File: src/hw/regulator_group_pkg.sv
package regulator_group_pkg;

    // ============================================================
    // Sizes and indices
    localparam int NUM_REG   = 8;
    localparam int NUM_GROUP = 5;
    localparam int NUM_PHASE = 4;
    localparam int SS_W      = 3;
    localparam int RATE_W    = 2;
    localparam int SCALE_W   = 4;
    localparam int FINE_W    = 7;
    localparam int DATA_W    = 8;
    localparam int CHAN_W    = 3;
    localparam int RETRY_W   = 21;

    localparam int G_BOOST = 0;
    localparam int G_CORE  = 1;
    localparam int G_AUX   = 2;
    localparam int G_LED   = 3;
    localparam int G_ALT   = 4;

    localparam int REG_BOOST      = 0;
    localparam int REG_CORE_FIRST = 1;
    localparam int REG_CORE_LAST  = 3;
    localparam int REG_AUX        = 4;
    localparam int REG_AUX_LAST   = 6;
    localparam int REG_SS_FIRST   = 4;

    // ============================================================
    // Scaling limits in steps (2.5 % coarse, 0.5 % fine)
    localparam int SCALE_WIDE_HI   = 7;
    localparam int SCALE_WIDE_LO   = -8;
    localparam int SCALE_NARROW_HI = 4;
    localparam int SCALE_NARROW_LO = -4;
    localparam logic [FINE_W-1:0] FINE_MAX = 7'h78;

    // ============================================================
    // Timing
    localparam int CLK_PERIOD_NS    = 8;
    localparam int RETRY_TIME_MS    = 10;
    localparam int RETRY_CYCLES_DEF = RETRY_TIME_MS * 1000000 / CLK_PERIOD_NS;
    localparam int RAMP_STEP_NS     = 1000;
    localparam int RAMP_STEP_CYCLES = (RAMP_STEP_NS + CLK_PERIOD_NS - 1) / CLK_PERIOD_NS;
    localparam int PHASE_DEG        = 80;
    localparam int DEG_FULL         = 360;

    localparam logic [DATA_W-1:0] ISO_FULL       = 8'hFF;
    localparam logic [DATA_W-1:0] SEC_PERIOD_DEF = 8'h7D;
    localparam logic [DATA_W-1:0] SEC_PERIOD_MIN = 8'h02;
    localparam logic [DATA_W-1:0] RATE_P0        = 8'h7D;
    localparam logic [DATA_W-1:0] RATE_P1        = 8'h64;
    localparam logic [DATA_W-1:0] RATE_P2        = 8'h53;
    localparam logic [DATA_W-1:0] RATE_P3        = 8'h3F;

    // ============================================================
    // Types
    typedef struct packed {
        logic ov;
        logic uv;
        logic short_circuit;
        logic thermal;
    } fault_t;

    typedef fault_t [NUM_REG-1:0]              fault_arr_t;
    typedef logic [NUM_REG-1:0][SS_W-1:0]      ss_arr_t;
    typedef logic [NUM_REG-1:0][SCALE_W-1:0]   scale_arr_t;

    typedef struct packed {
        fault_arr_t        faults;
        logic [SS_W-1:0]   soft_start_strap;
        logic [RATE_W-1:0] rate_strap_pin;
        logic              hard_power_switch_pin;
        logic              uvlo;
        logic              vddi_ok;
        logic              gate_drive_ok;
        logic              core_pgood;
    } pins_t;

    typedef enum logic [3:0] {
        T_GROUP_ON, T_GROUP_OFF, T_GLOBAL_OFF, T_SOFT_START, T_SEC_RATE,
        T_SCALE, T_FINE_SCALE, T_FAULT_RESP, T_FAULT_CLEAR, T_SEQ_OPTION,
        T_READ_SUMMARY, T_READ_CHANNEL
    } cmd_target_t;

    typedef struct packed {
        cmd_target_t       target;
        logic [CHAN_W-1:0] chan;
        logic [DATA_W-1:0] data;
    } cmd_t;

    typedef enum logic [2:0] {
        ST_POR, ST_LATCH, ST_CORE_RAMP, ST_RUN, ST_OFF
    } seq_state_t;

    // ============================================================
    // Decoders
    function automatic int reg_group(input int i);
        if (i == REG_BOOST) return G_BOOST;
        if (i <= REG_CORE_LAST) return G_CORE;
        if (i <= REG_AUX_LAST) return G_AUX;
        return G_LED;
    endfunction

    function automatic logic [SCALE_W-1:0] clamp_scale(input logic [DATA_W-1:0] d,
                                                       input int ch);
        int v;
        int lo;
        int hi;
        v  = int'($signed(d));
        lo = (ch >= REG_CORE_FIRST && ch <= REG_AUX) ? SCALE_WIDE_LO : SCALE_NARROW_LO;
        hi = (ch >= REG_CORE_FIRST && ch <= REG_AUX) ? SCALE_WIDE_HI : SCALE_NARROW_HI;
        if (v > hi) v = hi;
        else if (v < lo) v = lo;
        return v[SCALE_W-1:0];
    endfunction

    function automatic logic [DATA_W-1:0] rate_period(input logic [RATE_W-1:0] r);
        case (r)
            2'h0:    return RATE_P0;
            2'h1:    return RATE_P1;
            2'h2:    return RATE_P2;
            default: return RATE_P3;
        endcase
    endfunction

    function automatic logic [DATA_W-1:0] phase_offset(input logic [DATA_W-1:0] per,
                                                       input int k);
        int t;
        t = int'(per) * PHASE_DEG * k / DEG_FULL;
        return t[DATA_W-1:0];
    endfunction

endpackage

File: src/hw/regulator_group_enable_control.sv
// Operation
// - Soft-start strap sampled once at power-up, default for all regulators.
// - Soft-start of regulators five to eight writable only after power-up.
// - Primary switching rate of regulators one to five fixed by strap.
// - Primary switching clock issued in four offset phases.
// - Secondary switching rate writable any time after power-up.
// - Summary fault register shows which regulator detects a fault.
// - Per-channel fault register records the kind of fault.
// - Normal mode acts on each command as soon as received.
// - Validated mode acts only on a command confirmed by its second copy.
// - Groups: boost; regulators two-four; five-seven; eight.
// - Fifth group holds regulator five only under sequencing option one.
// - Group on/off switches all its regulators together, except regulator five under option one.
// - Gate drive on unless lockout, pin off, global off or device fault.
// - Boost output needs gate drive, group-one on, no fault.
// - Regulators two-four need gate drive, group on and no group fault.
// - Regulator five also needs fifth group on and fault-free when option one.
// - Boost isolation switch ramps on gradually.
// - Discharge switch enabled for as long as a regulator is off.
// - Regulators two to five scale +17.5 % to -20 % in 2.5 % steps.
// - Regulator one scales +-10 % in 2.5 % steps.
// - Regulator three fine scaling in 0.5 % steps down to 40 %.
// - Per channel: over/under voltage either shuts off or only flags.
// - Short circuit: only core group retries once after 10 ms.
// - Thermal shuts its group; on regulators two-four the whole device.
// - After supply good: latch straps, ramp core group, then host control.
module regulator_group_enable_control
    import regulator_group_pkg::*;
#(
    parameter int RETRY_CYCLES = RETRY_CYCLES_DEF
) (
    input  wire logic                     sys_clk,               // 125 MHz clock
    input  wire logic                     sys_rst,               // Async reset, high
    input  wire pins_t                    pins,                  // Pin level inputs
    input  wire logic                     validated_mode,        // Double-send mode
    input  wire logic                     cmd_valid,             // Command strobe
    input  wire cmd_t                     cmd,                   // Decoded command
    output logic                          rd_valid,              // Read answer strobe
    output logic [DATA_W-1:0]             rd_data,               // Read answer data
    output logic                          cmd_reject,            // Command dropped
    output logic                          power_up_done,         // Sequence complete
    output logic                          gate_drive_supply,     // Gate drive enable
    output logic [NUM_REG-1:0]            reg_enable,            // Regulator enables
    output logic [NUM_REG-1:0]            discharge_enable,      // Discharge switches
    output logic [DATA_W-1:0]             switched_boost_output, // Isolation gate level
    output logic [NUM_PHASE-1:0]          primary_switch_rate,   // Phase strobes
    output logic                          secondary_switch_rate, // Secondary strobe
    output ss_arr_t                       soft_start_code,       // Soft-start settings
    output scale_arr_t                    voltage_scaling_setting, // Coarse scaling
    output logic [FINE_W-1:0]             fine_scale,            // Fine scaling
    output logic [NUM_REG-1:0]            fault_summary,         // Summary faults
    output fault_arr_t                    fault_record,          // Channel faults
    output logic                          core_soft_start_restart // Retry restart
);

    // ============================================================
    // State
    typedef struct packed {
        pins_t                       pin1;
        pins_t                       pin2;
        seq_state_t                  seq;
        logic [RATE_W-1:0]           strap_rate;
        logic [NUM_GROUP-1:0]        grp_on;
        logic [NUM_GROUP-1:0]        grp_fault;
        logic                        global_off;
        logic                        dev_fault;
        logic                        seq_opt1;
        logic                        retry_pend;
        logic                        retry_used;
        logic [RETRY_W-1:0]          retry_cnt;
        fault_arr_t                  rec;
        logic [NUM_REG-1:0]          resp_shut;
        ss_arr_t                     ss;
        scale_arr_t                  scale;
        logic [FINE_W-1:0]           fine;
        logic [DATA_W-1:0]           sec_period;
        logic [DATA_W-1:0]           sec_cnt;
        logic [DATA_W-1:0]           pri_cnt;
        logic [NUM_PHASE-1:0]        phase;
        logic                        sec_pulse;
        logic [DATA_W-1:0]           ramp_cnt;
        logic [DATA_W-1:0]           iso;
        logic                        pend;
        cmd_t                        first;
        logic [NUM_REG-1:0]          reg_en;
        logic [NUM_REG-1:0]          dis_en;
        logic                        vg_en;
        logic [NUM_REG-1:0]          summary;
        logic                        rd_valid;
        logic [DATA_W-1:0]           rd_data;
        logic                        reject;
        logic                        done;
        logic                        ss_restart;
    } state_t;

    state_t s;
    state_t next_s;

    // ============================================================
    // Next state
    always_comb begin
        logic                 act;
        logic                 off_cause;
        logic                 live;
        logic [NUM_GROUP-1:0] grp_live;
        logic [DATA_W-1:0]    period;
        fault_t               f;
        int                   g;
        int                   ch;
        act       = 1'b0;
        off_cause = 1'b0;
        live      = 1'b0;
        grp_live  = '0;
        period    = '0;
        f         = '0;
        g         = 0;
        ch        = int'(cmd.chan);

        next_s            = s;
        next_s.pin1       = pins;
        next_s.pin2       = s.pin1;
        next_s.rd_valid   = 1'b0;
        next_s.reject     = 1'b0;
        next_s.ss_restart = 1'b0;

        // Command acceptance
        if (!validated_mode) begin
            next_s.pend = 1'b0;
            act = cmd_valid;
        end else if (cmd_valid) begin
            if (!s.pend) begin
                next_s.pend  = 1'b1;
                next_s.first = cmd;
            end else begin
                next_s.pend = 1'b0;
                if (cmd == s.first) begin
                    act = 1'b1;
                end else begin
                    next_s.reject = 1'b1;
                end
            end
        end

        if (act) begin
            case (cmd.target)
                T_GROUP_ON: begin
                    if (s.done && ch < NUM_GROUP) begin
                        next_s.grp_on[ch] = 1'b1;
                    end
                end
                T_GROUP_OFF: begin
                    if (ch < NUM_GROUP) begin
                        next_s.grp_on[ch] = 1'b0;
                    end
                end
                T_GLOBAL_OFF: begin
                    next_s.global_off = 1'b1;
                end
                T_SOFT_START: begin
                    if (s.done && ch >= REG_SS_FIRST) begin
                        next_s.ss[ch] = cmd.data[SS_W-1:0];
                    end else begin
                        next_s.reject = 1'b1;
                    end
                end
                T_SEC_RATE: begin
                    if (s.done) begin
                        next_s.sec_period = (cmd.data < SEC_PERIOD_MIN) ? SEC_PERIOD_MIN
                                                                         : cmd.data;
                    end else begin
                        next_s.reject = 1'b1;
                    end
                end
                T_SCALE: begin
                    next_s.scale[ch] = clamp_scale(cmd.data, ch);
                end
                T_FINE_SCALE: begin
                    next_s.fine = (cmd.data[FINE_W-1:0] > FINE_MAX || cmd.data[DATA_W-1])
                                ? FINE_MAX : cmd.data[FINE_W-1:0];
                end
                T_FAULT_RESP: begin
                    next_s.resp_shut[ch] = cmd.data[0];
                end
                T_FAULT_CLEAR: begin
                    next_s.rec[ch] = '0;
                    if (!s.retry_pend) begin
                        next_s.grp_fault[reg_group(ch)] = 1'b0;
                    end
                end
                T_SEQ_OPTION: begin
                    next_s.seq_opt1 = cmd.data[0];
                end
                T_READ_SUMMARY: begin
                    next_s.rd_valid = 1'b1;
                    next_s.rd_data  = s.summary;
                end
                T_READ_CHANNEL: begin
                    next_s.rd_valid = 1'b1;
                    next_s.rd_data  = DATA_W'(s.rec[ch]);
                end
                default: begin
                    next_s.reject = 1'b1;
                end
            endcase
        end

        if (s.retry_pend) begin
            if (s.retry_cnt == RETRY_W'(RETRY_CYCLES - 1)) begin
                next_s.retry_pend        = 1'b0;
                next_s.retry_used        = 1'b1;
                next_s.grp_fault[G_CORE] = 1'b0;
                next_s.ss_restart        = 1'b1;
            end else begin
                next_s.retry_cnt = s.retry_cnt + 1'b1;
            end
        end

        // Fault capture, set wins over clear
        for (int i = 0; i < NUM_REG; i++) begin
            f = s.pin2.faults[i];
            g = reg_group(i);
            if (s.reg_en[i]) begin
                next_s.rec[i] = next_s.rec[i] | f;
                if (f.thermal) begin
                    next_s.grp_fault[g] = 1'b1;
                    if (g == G_CORE) begin
                        next_s.dev_fault = 1'b1;
                    end
                end
                if ((f.ov || f.uv) && s.resp_shut[i]) begin
                    next_s.grp_fault[g] = 1'b1;
                end
                if (f.short_circuit) begin
                    next_s.grp_fault[g] = 1'b1;
                    if (g == G_CORE && !s.retry_used && !s.retry_pend) begin
                        next_s.retry_pend = 1'b1;
                        next_s.retry_cnt  = '0;
                    end
                end
            end
        end

        off_cause = s.pin2.uvlo || !s.pin2.hard_power_switch_pin
                 || next_s.global_off || next_s.dev_fault;

        case (s.seq)
            ST_POR: begin
                if (s.pin2.vddi_ok) begin
                    next_s.seq = ST_LATCH;
                end
            end
            ST_LATCH: begin
                next_s.strap_rate = s.pin2.rate_strap_pin;
                next_s.ss         = {NUM_REG{s.pin2.soft_start_strap}};
                next_s.grp_on     = NUM_GROUP'(1) << G_CORE;
                next_s.grp_fault  = '0;
                next_s.retry_used = 1'b0;
                next_s.seq        = ST_CORE_RAMP;
            end
            ST_CORE_RAMP: begin
                if (s.pin2.core_pgood) begin
                    next_s.seq = ST_RUN;
                end
            end
            ST_RUN: begin
                next_s.seq = ST_RUN;
            end
            ST_OFF: begin
                next_s.grp_on = '0;
                if (!s.pin2.hard_power_switch_pin) begin
                    next_s.global_off = 1'b0;
                    next_s.dev_fault  = 1'b0;
                end else if (!off_cause) begin
                    next_s.seq = ST_POR;
                end
            end
            default: begin
                next_s.seq = ST_POR;
            end
        endcase
        if (off_cause && s.seq != ST_OFF) begin
            next_s.seq    = ST_OFF;
            next_s.grp_on = '0;
        end
        next_s.done  = (next_s.seq == ST_RUN);
        next_s.vg_en = (next_s.seq != ST_OFF);

        live = (s.seq == ST_CORE_RAMP || s.seq == ST_RUN) && s.pin2.gate_drive_ok
            && next_s.vg_en;
        for (int k = 0; k < NUM_GROUP; k++) begin
            grp_live[k] = live && next_s.grp_on[k] && !next_s.grp_fault[k];
        end
        for (int i = 0; i < NUM_REG; i++) begin
            next_s.reg_en[i] = grp_live[reg_group(i)];
        end
        if (next_s.seq_opt1 && !grp_live[G_ALT]) begin
            next_s.reg_en[REG_AUX] = 1'b0;
        end
        next_s.dis_en = ~next_s.reg_en;

        for (int i = 0; i < NUM_REG; i++) begin
            next_s.summary[i] = |next_s.rec[i];
        end

        if (!next_s.reg_en[REG_BOOST]) begin
            next_s.iso      = '0;
            next_s.ramp_cnt = '0;
        end else if (s.iso != ISO_FULL) begin
            if (s.ramp_cnt == DATA_W'(RAMP_STEP_CYCLES - 1)) begin
                next_s.ramp_cnt = '0;
                next_s.iso      = s.iso + 1'b1;
            end else begin
                next_s.ramp_cnt = s.ramp_cnt + 1'b1;
            end
        end

        period         = rate_period(s.strap_rate);
        next_s.pri_cnt = (s.pri_cnt >= period - 1'b1) ? '0 : s.pri_cnt + 1'b1;
        for (int k = 0; k < NUM_PHASE; k++) begin
            next_s.phase[k] = live && (s.pri_cnt == phase_offset(period, k));
        end
        next_s.sec_cnt   = (s.sec_cnt >= s.sec_period - 1'b1) ? '0 : s.sec_cnt + 1'b1;
        next_s.sec_pulse = live && (s.sec_cnt == '0);
    end

    // ============================================================
    // Registers
    always_ff @(posedge sys_clk or posedge sys_rst) begin
        if (sys_rst) begin
            s            <= '0;
            s.sec_period <= SEC_PERIOD_DEF;
            s.dis_en     <= '1;
        end else begin
            s <= next_s;
        end
    end

    // ============================================================
    // Outputs
    assign rd_valid                = s.rd_valid;
    assign rd_data                 = s.rd_data;
    assign cmd_reject              = s.reject;
    assign power_up_done           = s.done;
    assign gate_drive_supply       = s.vg_en;
    assign reg_enable              = s.reg_en;
    assign discharge_enable        = s.dis_en;
    assign switched_boost_output   = s.iso;
    assign primary_switch_rate     = s.phase;
    assign secondary_switch_rate   = s.sec_pulse;
    assign soft_start_code         = s.ss;
    assign voltage_scaling_setting = s.scale;
    assign fine_scale              = s.fine;
    assign fault_summary           = s.summary;
    assign fault_record            = s.rec;
    assign core_soft_start_restart = s.ss_restart;

endmodule

File: config.mk
export PLATFORM = sky130hd
export DESIGN_NAME = regulator_group_enable_control
export DESIGN_NICKNAME = d
export VERILOG_FILES = /design/src/hw/regulator_group_pkg.sv /design/src/hw/regulator_group_enable_control.sv
export SDC_FILE = /design/constraint.sdc
export NUM_CORES = 1
export LEC_CHECK = 0
export ABC_AREA = 1
export BUFFER_PORTS_ARGS = -buffer_cell sky130_fd_sc_hd__clkbuf_2
export CAP_MARGIN = 20
export CORE_MARGIN = 3
export CORE_UTILIZATION = 35
export CTS_CLUSTER_SIZE = 10
export DETAILED_ROUTE_END_ITERATION = 7
export SKIP_CTS_REPAIR_TIMING = 1
export SYNTH_ARGS = -nofsm -noshare
export SYNTH_HDL_FRONTEND = slang
export SYNTH_SLANG_ARGS = --single-unit
File: constraint.sdc
create_clock -name sys_clk -period 28.3 [get_ports sys_clk]
set_clock_uncertainty 0.1 [all_clocks]
set_input_delay 4.245 -clock sys_clk [delete_from_list [all_inputs] [get_ports sys_clk]]
set_output_delay 4.245 -clock sys_clk [all_outputs]
set_load 0.05 [all_outputs]
* Word-level counts from Yosys, hierarchy flattened
Cells that the tools add are included.
Storage, ports and cells: flip-flop bits (word level) 326, output and inout port bits 145, logic and storage cells 489
Cells by class: multipliers 2, reductions and logical operators 85, multiplexer cells 171, div/mod/pow operators 3, $add $sub $neg 7, eq/ne operators 30, bitwise logic cells 17, magnitude comparators 16
Operators with widths (count):
- $mux 32 | 9
- $mux 21 | 10
- $mux 111 | 1
- $div 32x10->32 const B | 3
- $mux 24 | 3
- $mux 8 | 8
- $mux 1 | 62
- $mux 3 | 19
- $mux 4 | 14
- $mux 16 | 3
- $logic_and 1x1->1 | 33
- $add 8x1->8 const B | 4
- $and 32x32->32 | 1
- $bwmux 32 | 1
- $ge 32x1->1 const B | 1
- $lt 32x5->1 const B | 1
- $mux 2 | 16
- $not 32->32 | 1
- $or 4x4->4 | 8
- $reduce_or 4->1 | 8
- $mux 5 | 6
- $bwmux 24 | 1
- $eq 8x8->1 | 3
- $mux 23 | 1
- other kinds (59) | 114

* Logic depth before layout (Yosys ltp)
Gate-level depths: netlist of the first run.
depth after elaboration 65, mapped depth 19, mapped depth without buffers 18

* Worst setup path before layout of the first run
OpenSTA, ideal clock, no wires.
kind input port to flip-flop, start point input port cmd[8] in the netlist's numbering, end point register s, in the netlist voltage_scaling_setting[0], path buffers 0, arrival time 6.201 ns, setup time 0.067 ns, required time 28.133 ns, setup slack 21.932 ns, stages 13, path through inv_1 nor2_2 inv_2 nor2_1 inv_2 nand3_2 ha_1 a21oi_1 o21bai_1 nand2_1 inv_1 o31ai_1 mux2_2
Between the ends: cells in the longest elaborated chain, start to end 9, elaborated cells between the ends (all ways) 23
RTL lines:
- start: declaration | line regulator_group_enable_control.sv:37 | input wire cmd_t cmd,
- $ge 3x1->1 / $le 3x3->1 (equally long branches) | line regulator_group_pkg.sv:110, regulator_group_pkg.sv:111
- $logic_and 1x1->1 | line regulator_group_pkg.sv:110, regulator_group_pkg.sv:111
- $mux 3 | line regulator_group_pkg.sv:110 | lo = (ch >= REG_CORE_FIRST && ch <= REG_AUX) ? SCALE_WIDE_LO : SCALE_NARROW_LO;
- $lt 8x4->1 | line regulator_group_pkg.sv:113 | else if (v < lo) v = lo;
- $mux 4 | line regulator_group_pkg.sv:113
- $mux 4 | line regulator_group_pkg.sv:112 | if (v > hi) v = hi;
- $mux 4 | line regulator_group_enable_control.sv:145 | case (cmd.target)
- $mux 4 | line regulator_group_enable_control.sv:144 | if (act) begin
- $bwmux 32 | line regulator_group_enable_control.sv:175 | next_s.scale[ch] = clamp_scale(cmd.data, ch);
- end signal: assignment | line regulator_group_enable_control.sv:334 | s <= next_s;
- end: declaration | line regulator_group_enable_control.sv:96 | state_t s;
Several ways; a longest one is shown, not always the timed one. The select of a mux whose other input is x is not followed. A chain may end at the register's enable or synchronous reset.

* Final worst setup path of the first run
start point input port cmd[8] in the netlist's numbering, end point register s, in the netlist voltage_scaling_setting[21]
Same word-level chain as after synthesis.

==> results.py, run 1 <==
metrics = {
    "status": {
        "status": "completed",
    },
    "setup_path": {
        "worstRegToRegCells": 6,
        "required_ns": 28.68,
        "slowest_delay_ns": 0.77,
        "start_kind": "primary input",
        "critPathBufInv": 5,
        "setup.worst_path.end_class": "register",
        "crit_chain": "clkbuf_2 -> inv_1 -> nor2_2 -> inv_2 -> nor2_1 -> inv_2 -> nand3_2 -> ha_1 -> a21oi_1 -> o21bai_1 -> nand2_1 -> inv_1 -> o31ai_1 -> mux2_2",
        "path_class": "in -> reg",
        "cpMaxStageDelayCell": "o31ai_1",
        "regToRegSetupSlack_ns": 25.33,
        "path_delay_family": "compound AO/OA/AOI/OAI gates",
        "timing.rr.end": "soft_start_code[17]",
        "cp_data_arrival_time_ns": 7.41,
        "reg2reg_from": "s[239]",
        "crit_fanout": 21,
    },
    "floorplan": {
        "row_count": 75,
        "die_w_um": 214,
        "fp.dieH_um": 214,
        "fp.dieArea_um2": 45700,
        "ioPinCount": 206,
        "initial_core_util_pct": 35.7,
        "coreArea_um2": 42300,
    },
    "power_and_ir_drop": {
        "vdd_ir_drop_max_mv": 0.0394,
        "p_total_w": 0.00127,
        "leakage_nw": 8.24,
        "power.density_nw_per_um2": 74.0,
    },
    "final_layout": {
        "drive_gt1_share_pct": 21.6,
        "syn2layout_area_growth_pct": 13.1,
        "n_fill_cell": 4177,
        "utilization_pct": 40.4,
        "multi_input_area_um2": 5090,
        "regArea_um2": 8020,
        "design_area_um2": 17100,
        "final_nets": 1776,
    },
    "job": {
        "cap_violations": 0,
    },
    "logic_synthesis": {
        "ys_seq_area_share_pct": 53.1,
        "syn_nets": 1683,
        "async_flop_share_pct": 100,
        "yosysWarnings": 0,
        "synthCells": 1585,
        "synth_ff_type": "dfrtp_1",
        "synth-seq-cells": 320,
        "synth_edf_count": 0,
        "post_synth_num_cell_types": 56,
        "syn_avg_cell_area_um2": 9.54,
        "syn_area_um2": 15100,
    },
    "detailed_routing": {
        "routed_via_density": 4.73,
        "drc": 0,
        "vias": 10800,
        "wire_per_inst_um": 16.9,
        "ant_nets": 0,
        "route.final.wire_length_mm": 38.6,
        "drtIter0Drc": 682,
        "first_pass_iters": 6,
    },
    "placed_design": {
        "dpl.hpwl_mm": 28.8,
        "place_area_um2": 15700,
        "portBuffers": 205,
        "gp_congestion": 0.894,
    },
    "sta": {
        "setup_violations": 0,
        "finalCritPeriodShare_pct": 24.8,
        "fin_tns_setup_ns": 0,
        "hold_ws_ns": 0.240,
        "slew_violations": 0,
        "finalHoldViolCount": 0,
        "worst_pin_slew_ns": 1.04,
        "min_period_ns": 7.03,
        "max_slew_margin_pct": 30.5,
        "clock.fmax_mhz": 142,
        "rsz0062_at_grt": "false",
    },
    "worst_hold_path": {
        "hp-class": "reg -> reg",
        "min_from": "next_s[270]",
        "whs_path_depth": 0,
        "hold_end": "s[270]",
    },
    "clock_network": {
        "htreeDepth": 2,
        "cts_tree": "yes",
        "cts.sinks": 320,
        "cts_buffer_depth": 3,
        "cts_buffers": 41,
        "cts_root_buffer": "clkbuf_16",
        "path_clk_slew_ns": 0.06,
        "clk_latency_ns": 0.55,
    },
    "global_route": {
        "grt_max_degree": 85,
        "antenna_found_initial": 2,
        "grt_pass1_vias": 10800,
        "grt_pass1_wl_mm": 59.9,
        "grt_usage_pct": 16.9,
        "grt_overflow": 0,
    },
}
==> report_power, final <==
part | switching [W] | internal (W)
sequential | 0.0000362 | 0.000499
combinational | 0.000170 | 0.0000690
clock | 0.000192 | 0.000299
total | 0.000398 | 0.000867
==> cells by family after synthesis <==
group,share of synthesized area (%)
buffers and inverters,13.3
xor gates and xnor gates,1.16
DFF,53.1
and+or+nand+nor,16.0
adders and majority gates,3.06
AOI/OAI and AO/OA,10.7
muxes,2.76
other,0.0248
==> layout by cell type (no fill, tap or decap), drive strengths merged, types with 3 or more instances in the layout <==
cell and instances:
a22oi 3, o211ai 8, a21oi 59, nor2 128, nand3 65, or2 3, clkinv 6, mux2 37
nor3b 5, o21ai 95, nor4 13, o22ai 12, o41ai 6, o2111ai 9, o31ai 19, o21a 28
nor3 30, o221ai 3, dfrtp 309, a31oi 4, inv 217, nand2 264, xnor2 5, ha 37
dfstp 11, buf 9, nand4 18, xor2 15, clkbuf 268
==> synth_stat cells (13+ instances only) <==
master	instances	share of area, %
dfrtp_1	309	51
nand2_1	262	6.5
inv_1	204	5.1
buf_4	140	7.0
nor2_1	115	2.9
o21ai_0	92	3.0
nand3_1	62	2.1
a21oi_1	51	1.7
ha_1	37	3.1
mux2_2	37	2.8
o21a_1	28	1.4
nor3_1	26	0.86
o31ai_1	18	0.89
nand4_1	16	0.66
clkbuf_1	15	0.37
xor2_1	15	0.87
nor4_1	13	0.54
==> per-layer routing <==
layer  vias to the layer above  global-route usage (%)  share of wire, %  routed length, um
met1                      5221                    22.5                45              17400
met4                         2                    6.68               3.3               1270
met2                       289                    26.8                46              17600
met5                         -                       0             0.023                  9
li1                       5222                       -                 -                  -
met3                        73                    4.11               6.0               2300
==> metrics by stage <==
stage / std cells / worst slack, ns
6_report: 2283 / 21.27
2_1_floorplan: 1585 / 15.12
4_1_cts: 2279 / 21.31
3_3_place_gp: 2209 / 21.05
3_5_place_dp: 2209 / 20.73
5_1_grt: 2283 / 21.00
==> flip-flops by register name, indices dropped and copies added (netlist names) <==
name,count
switched_boost_output,8
reg_enable,5
rd_data,8
voltage_scaling_setting,32
cmd_reject,1
core_soft_start_restart,1
discharge_enable,5
soft_start_code,24
power_up_done,1
fine_scale,7
s,139
rd_valid,1
fault_summary,8
fault_record,32
gate_drive_supply,1
secondary_switch_rate,1
next_s,42
primary_switch_rate,4
==> layout make-up <==
class,instances,area share [%]
Antenna cell,1,0.0146
Clock buffer,63,7.03
Clock inverter,7,0.388
Inverter,219,4.93
Multi-Input combinational cell,882,29.7
Sequential cell,320,46.9
Tap cell,577,4.22
Timing Repair Buffer,214,6.75
==> worst max-delay path by stage <==
stage	from	to	slack, ns	depth (start not counted)
finish	cmd[8]	voltage_scaling_setting[21]	21.27	14
floorplan	sys_rst	cmd_reject	15.12	1
global route	cmd[8]	voltage_scaling_setting[0]	21.00	16
CTS	cmd[8]	voltage_scaling_setting[21]	21.31	14
detailed placement	cmd[8]	voltage_scaling_setting[21]	20.73	14
global placement	cmd[8]	voltage_scaling_setting[17]	21.05	16
Power figures use the tool's default switching activity.
==> run 2, diff against run 1 <==
- ABC_AREA: 1 -> 0
- clock period: 28.3 -> 6.5 ns (I/O delays scaled with it)
==> run 2 against run 1 <==
  * Utilization is 0.85 points lower
  * Total power grew to 3.8 times the previous value
  * Cell count is 16% lower
  * Critical path depth is 6 lower
  * Via count is 9.9% lower
  * Routed wire length is 7.2% lower
  * Largest cell class unchanged
  * Highest routed layer is now met4
==> results.py, run 2 <==
metrics = {
    "status": {
        "status": "completed",
    },
    "setup_path": {
        "critPathBufInv": 1,
        "worstRegToRegCells": 7,
        "cp-startpoint": "cmd[10]",
        "crit_chain": "clkbuf_2 -> xnor2_1 -> nand4_1 -> o41ai_4 -> and2_2 -> nand3_1 -> nor2_1 -> mux2_2",
        "cp_data_arrival_time_ns": 3.94,
        "path_class": "in -> reg",
        "timing.rr.end": "voltage_scaling_setting[10]",
        "cpMaxStageDelayCell": "o41ai_4",
        "setup.worst_path.end_class": "register",
        "required_ns": 6.82,
        "crit_fanout": 23,
        "reg2reg_from": "s[42]",
        "slowest_delay_ns": 0.61,
        "worst-path-stages": 8,
        "start_kind": "primary input",
        "regToRegSetupSlack_ns": 3.31,
        "path_delay_family": "simple AND/OR/NAND/NOR gates",
        "endpoint": "voltage_scaling_setting[10]",
    },
    "logic_synthesis": {
        "synthCells": 1294,
        "synth_area_leader_cell": "dfrtp_1",
        "synth_top_area_share_pct": 53.0,
        "synth_most_common_cell": "dfrtp_1",
        "synth-simple-area-share_pct": 12.8,
        "synth_top_family_by_area": "simple AND/OR/NAND/NOR gates",
        "synth-seq-cells": 320,
        "synth_edf_count": 0,
        "syn_avg_cell_area_um2": 11.3,
        "syn_area_um2": 14600,
        "syn_nets": 1392,
        "yosys-top-cells-area": "dfrtp_1, buf_4, mux2_2, ha_1, nor2_1",
        "synth_ff_type": "dfrtp_1",
        "synthAdderAreaFrac_pct": 3.17,
        "yosysWarnings": 0,
        "post_synth_num_cell_types": 66,
        "synth_xor_area_share_pct": 4.25,
        "synth-compound-area-share_pct": 9.84,
        "ys_seq_area_share_pct": 55.0,
        "async_flop_share_pct": 100,
        "synth_commonest_cells": "dfrtp_1, buf_4, nor2_1",
        "yosys-mux-area-fraction_pct": 5.57,
    },
    "final_layout": {
        "final_nets": 1462,
        "antenna_cells": 0,
        "largest-register": "s",
        "drive_gt1_share_pct": 24.8,
        "utilization_pct": 39.5,
        "n_fill_cell": 3971,
        "layout_common_cells": "dfrtp_1, clkbuf_2, nor2_1, nand2_1, o21ai_0",
        "syn2layout_area_growth_pct": 11.2,
        "largest_reg_flops": 139,
        "layout.cells.most_common": "dfrtp_1",
    },
    "clock_network": {
        "clk_latency_ns": 0.54,
        "cts_buffer_depth": 3,
        "cts_root_buffer": "clkbuf_16",
        "cts.sinks": 320,
        "cts_tree": "yes",
        "cts_buffers": 38,
        "htreeDepth": 2,
        "path_clk_slew_ns": 0.05,
    },
    "sta": {
        "clock.fmax_mhz": 276,
        "rsz0062_at_grt": "false",
        "slew_violations": 0,
        "setup_violations": 0,
        "fin_tns_setup_ns": 0,
        "finalHoldViolCount": 0,
        "layout_setup_ws_ns": 2.88,
        "worst_pin_slew_ns": 1.10,
        "max_slew_margin_pct": 26.4,
        "finalCritPeriodShare_pct": 55.7,
        "min_period_ns": 3.62,
    },
    "floorplan": {
        "die_w_um": 210,
        "ioPinCount": 206,
        "initial_core_util_pct": 35.6,
        "fp.dieArea_um2": 44200,
        "row_count": 74,
        "coreArea_um2": 41000,
        "fp.dieH_um": 210,
    },
    "detailed_routing": {
        "routed_via_density": 5.06,
        "drc": 0,
        "wire_per_inst_um": 18.6,
        "ant_nets": 0,
        "vias": 9735,
        "route.final.wire_length_mm": 35.8,
        "first_pass_iters": 5,
        "drtIter0Drc": 589,
    },
    "worst_hold_path": {
        "hp-class": "reg -> reg",
    },
    "global_route": {
        "grt_pass1_vias": 9678,
        "grt_usage_pct": 16.1,
        "grt_max_degree": 182,
        "antenna_found_initial": 0,
        "grt_overflow": 0,
        "grt_pass1_wl_mm": 56.3,
    },
    "placed_design": {
        "gp_congestion": 0.862,
        "place_ws_ns": 2.34,
        "dpl.hpwl_mm": 26.4,
        "portBuffers": 205,
    },
    "power_and_ir_drop": {
        "p_switching_w": 0.00134,
        "p_int_w": 0.00344,
        "leakage_nw": 7.67,
        "pwr-share-comb_pct": 13.0,
        "power.density_nw_per_um2": 295,
        "swShare_pct": 28.0,
        "vdd_ir_drop_max_mv": 0.145,
        "seqPwrFrac_pct": 46.9,
        "p_clk_share_pct": 40.1,
    },
    "job": {
        "cap_violations": 0,
    },
}
-- run 2: changes by cell type in the layout (fill, tap and decap cells not counted), moves of 15 or more --
| cell | change |
|---|---|
| xor2_1 | +16 |
| o21a_1 | -25 |
| a22o_1 | +32 |
| nand3_1 | -25 |
| o21ai_0 | -34 |
| xnor2_1 | +33 |
| a21oi_1 | -15 |
| a211oi_1 | +17 |
| inv_1 | -172 |
| nand2_1 | -161 |
-- run 2: metrics by stage --
stage                     total power (W)  hold slack [ns]  cell area, um2  cells
final                             0.00478            0.230           16200   1924
after global routing              0.00501            0.238           16200   1924
after CTS                         0.00486            0.230           16200   1924
after detailed placement          0.00291            0.235           15100   1856
after global placement            0.00289            0.231           15100   1855
after floorplan                   0.00279            0.231           14600   1294
-- run 2: power groups by stage --
stage | Clock (W) | Sequential, W | Combinational, W
6_report | 0.00192 | 0.00224 | 0.000621
5_1_grt | 0.00207 | 0.00226 | 0.000688
4_1_cts | 0.00198 | 0.00224 | 0.000630
3_5_place_dp | 0 | 0.00228 | 0.000628
3_3_place_gp | 0 | 0.00227 | 0.000614
2_1_floorplan | 0 | 0.00221 | 0.000574
-- run 2: logic make-up (layout without fill, tap and decap cells) --
| logic type | after synthesis | count (layout) |
|---|---|---|
| and+or+nand+nor | 379 | 379 |
| DFF | 320 | 320 |
| buffers and inverters | 213 | 311 |
| AOI/OAI and AO/OA | 209 | 209 |
| xor gates and xnor gates | 70 | 70 |
| muxes | 65 | 65 |
| adders and majority gates | 37 | 37 |
| other | 1 | 1 |
-- run 2: layout make-up --
| type | count | area [um2] | share of cell area (%) |
|---|---|---|---|
| repair buffers | 211 | 1100 | 6.76 |
| clock inverters | 4 | 38.8 | 0.239 |
| well taps | 532 | 666 | 4.10 |
| flip-flops and latches | 320 | 8020 | 49.5 |
| multi-input cells | 761 | 5220 | 32.2 |
| inverters | 32 | 124 | 0.764 |
| clock buffers | 64 | 1060 | 6.53 |
-- run 2: worst min-delay path by stage --
stage / startpoint / depth (start not counted) / slack [ns] / endpoint
finish: next_s[275] / 0 / 0.23 / s[275]
global route: next_s[275] / 0 / 0.24 / s[275]
CTS: next_s[275] / 0 / 0.23 / s[275]
detailed placement: next_s[251] / 0 / 0.23 / s[251]
global placement: next_s[274] / 0 / 0.23 / s[274]
floorplan: next_s[242] / 0 / 0.23 / s[242]
-- run 2: metal layers --
layer,global-route usage [%],up-vias,wire length (um)
li1,-,4539,-
met1,21.8,4854,15700
met2,25.4,286,16800
met3,4.36,56,2490
met4,5.23,0,896
met5,0,-,0
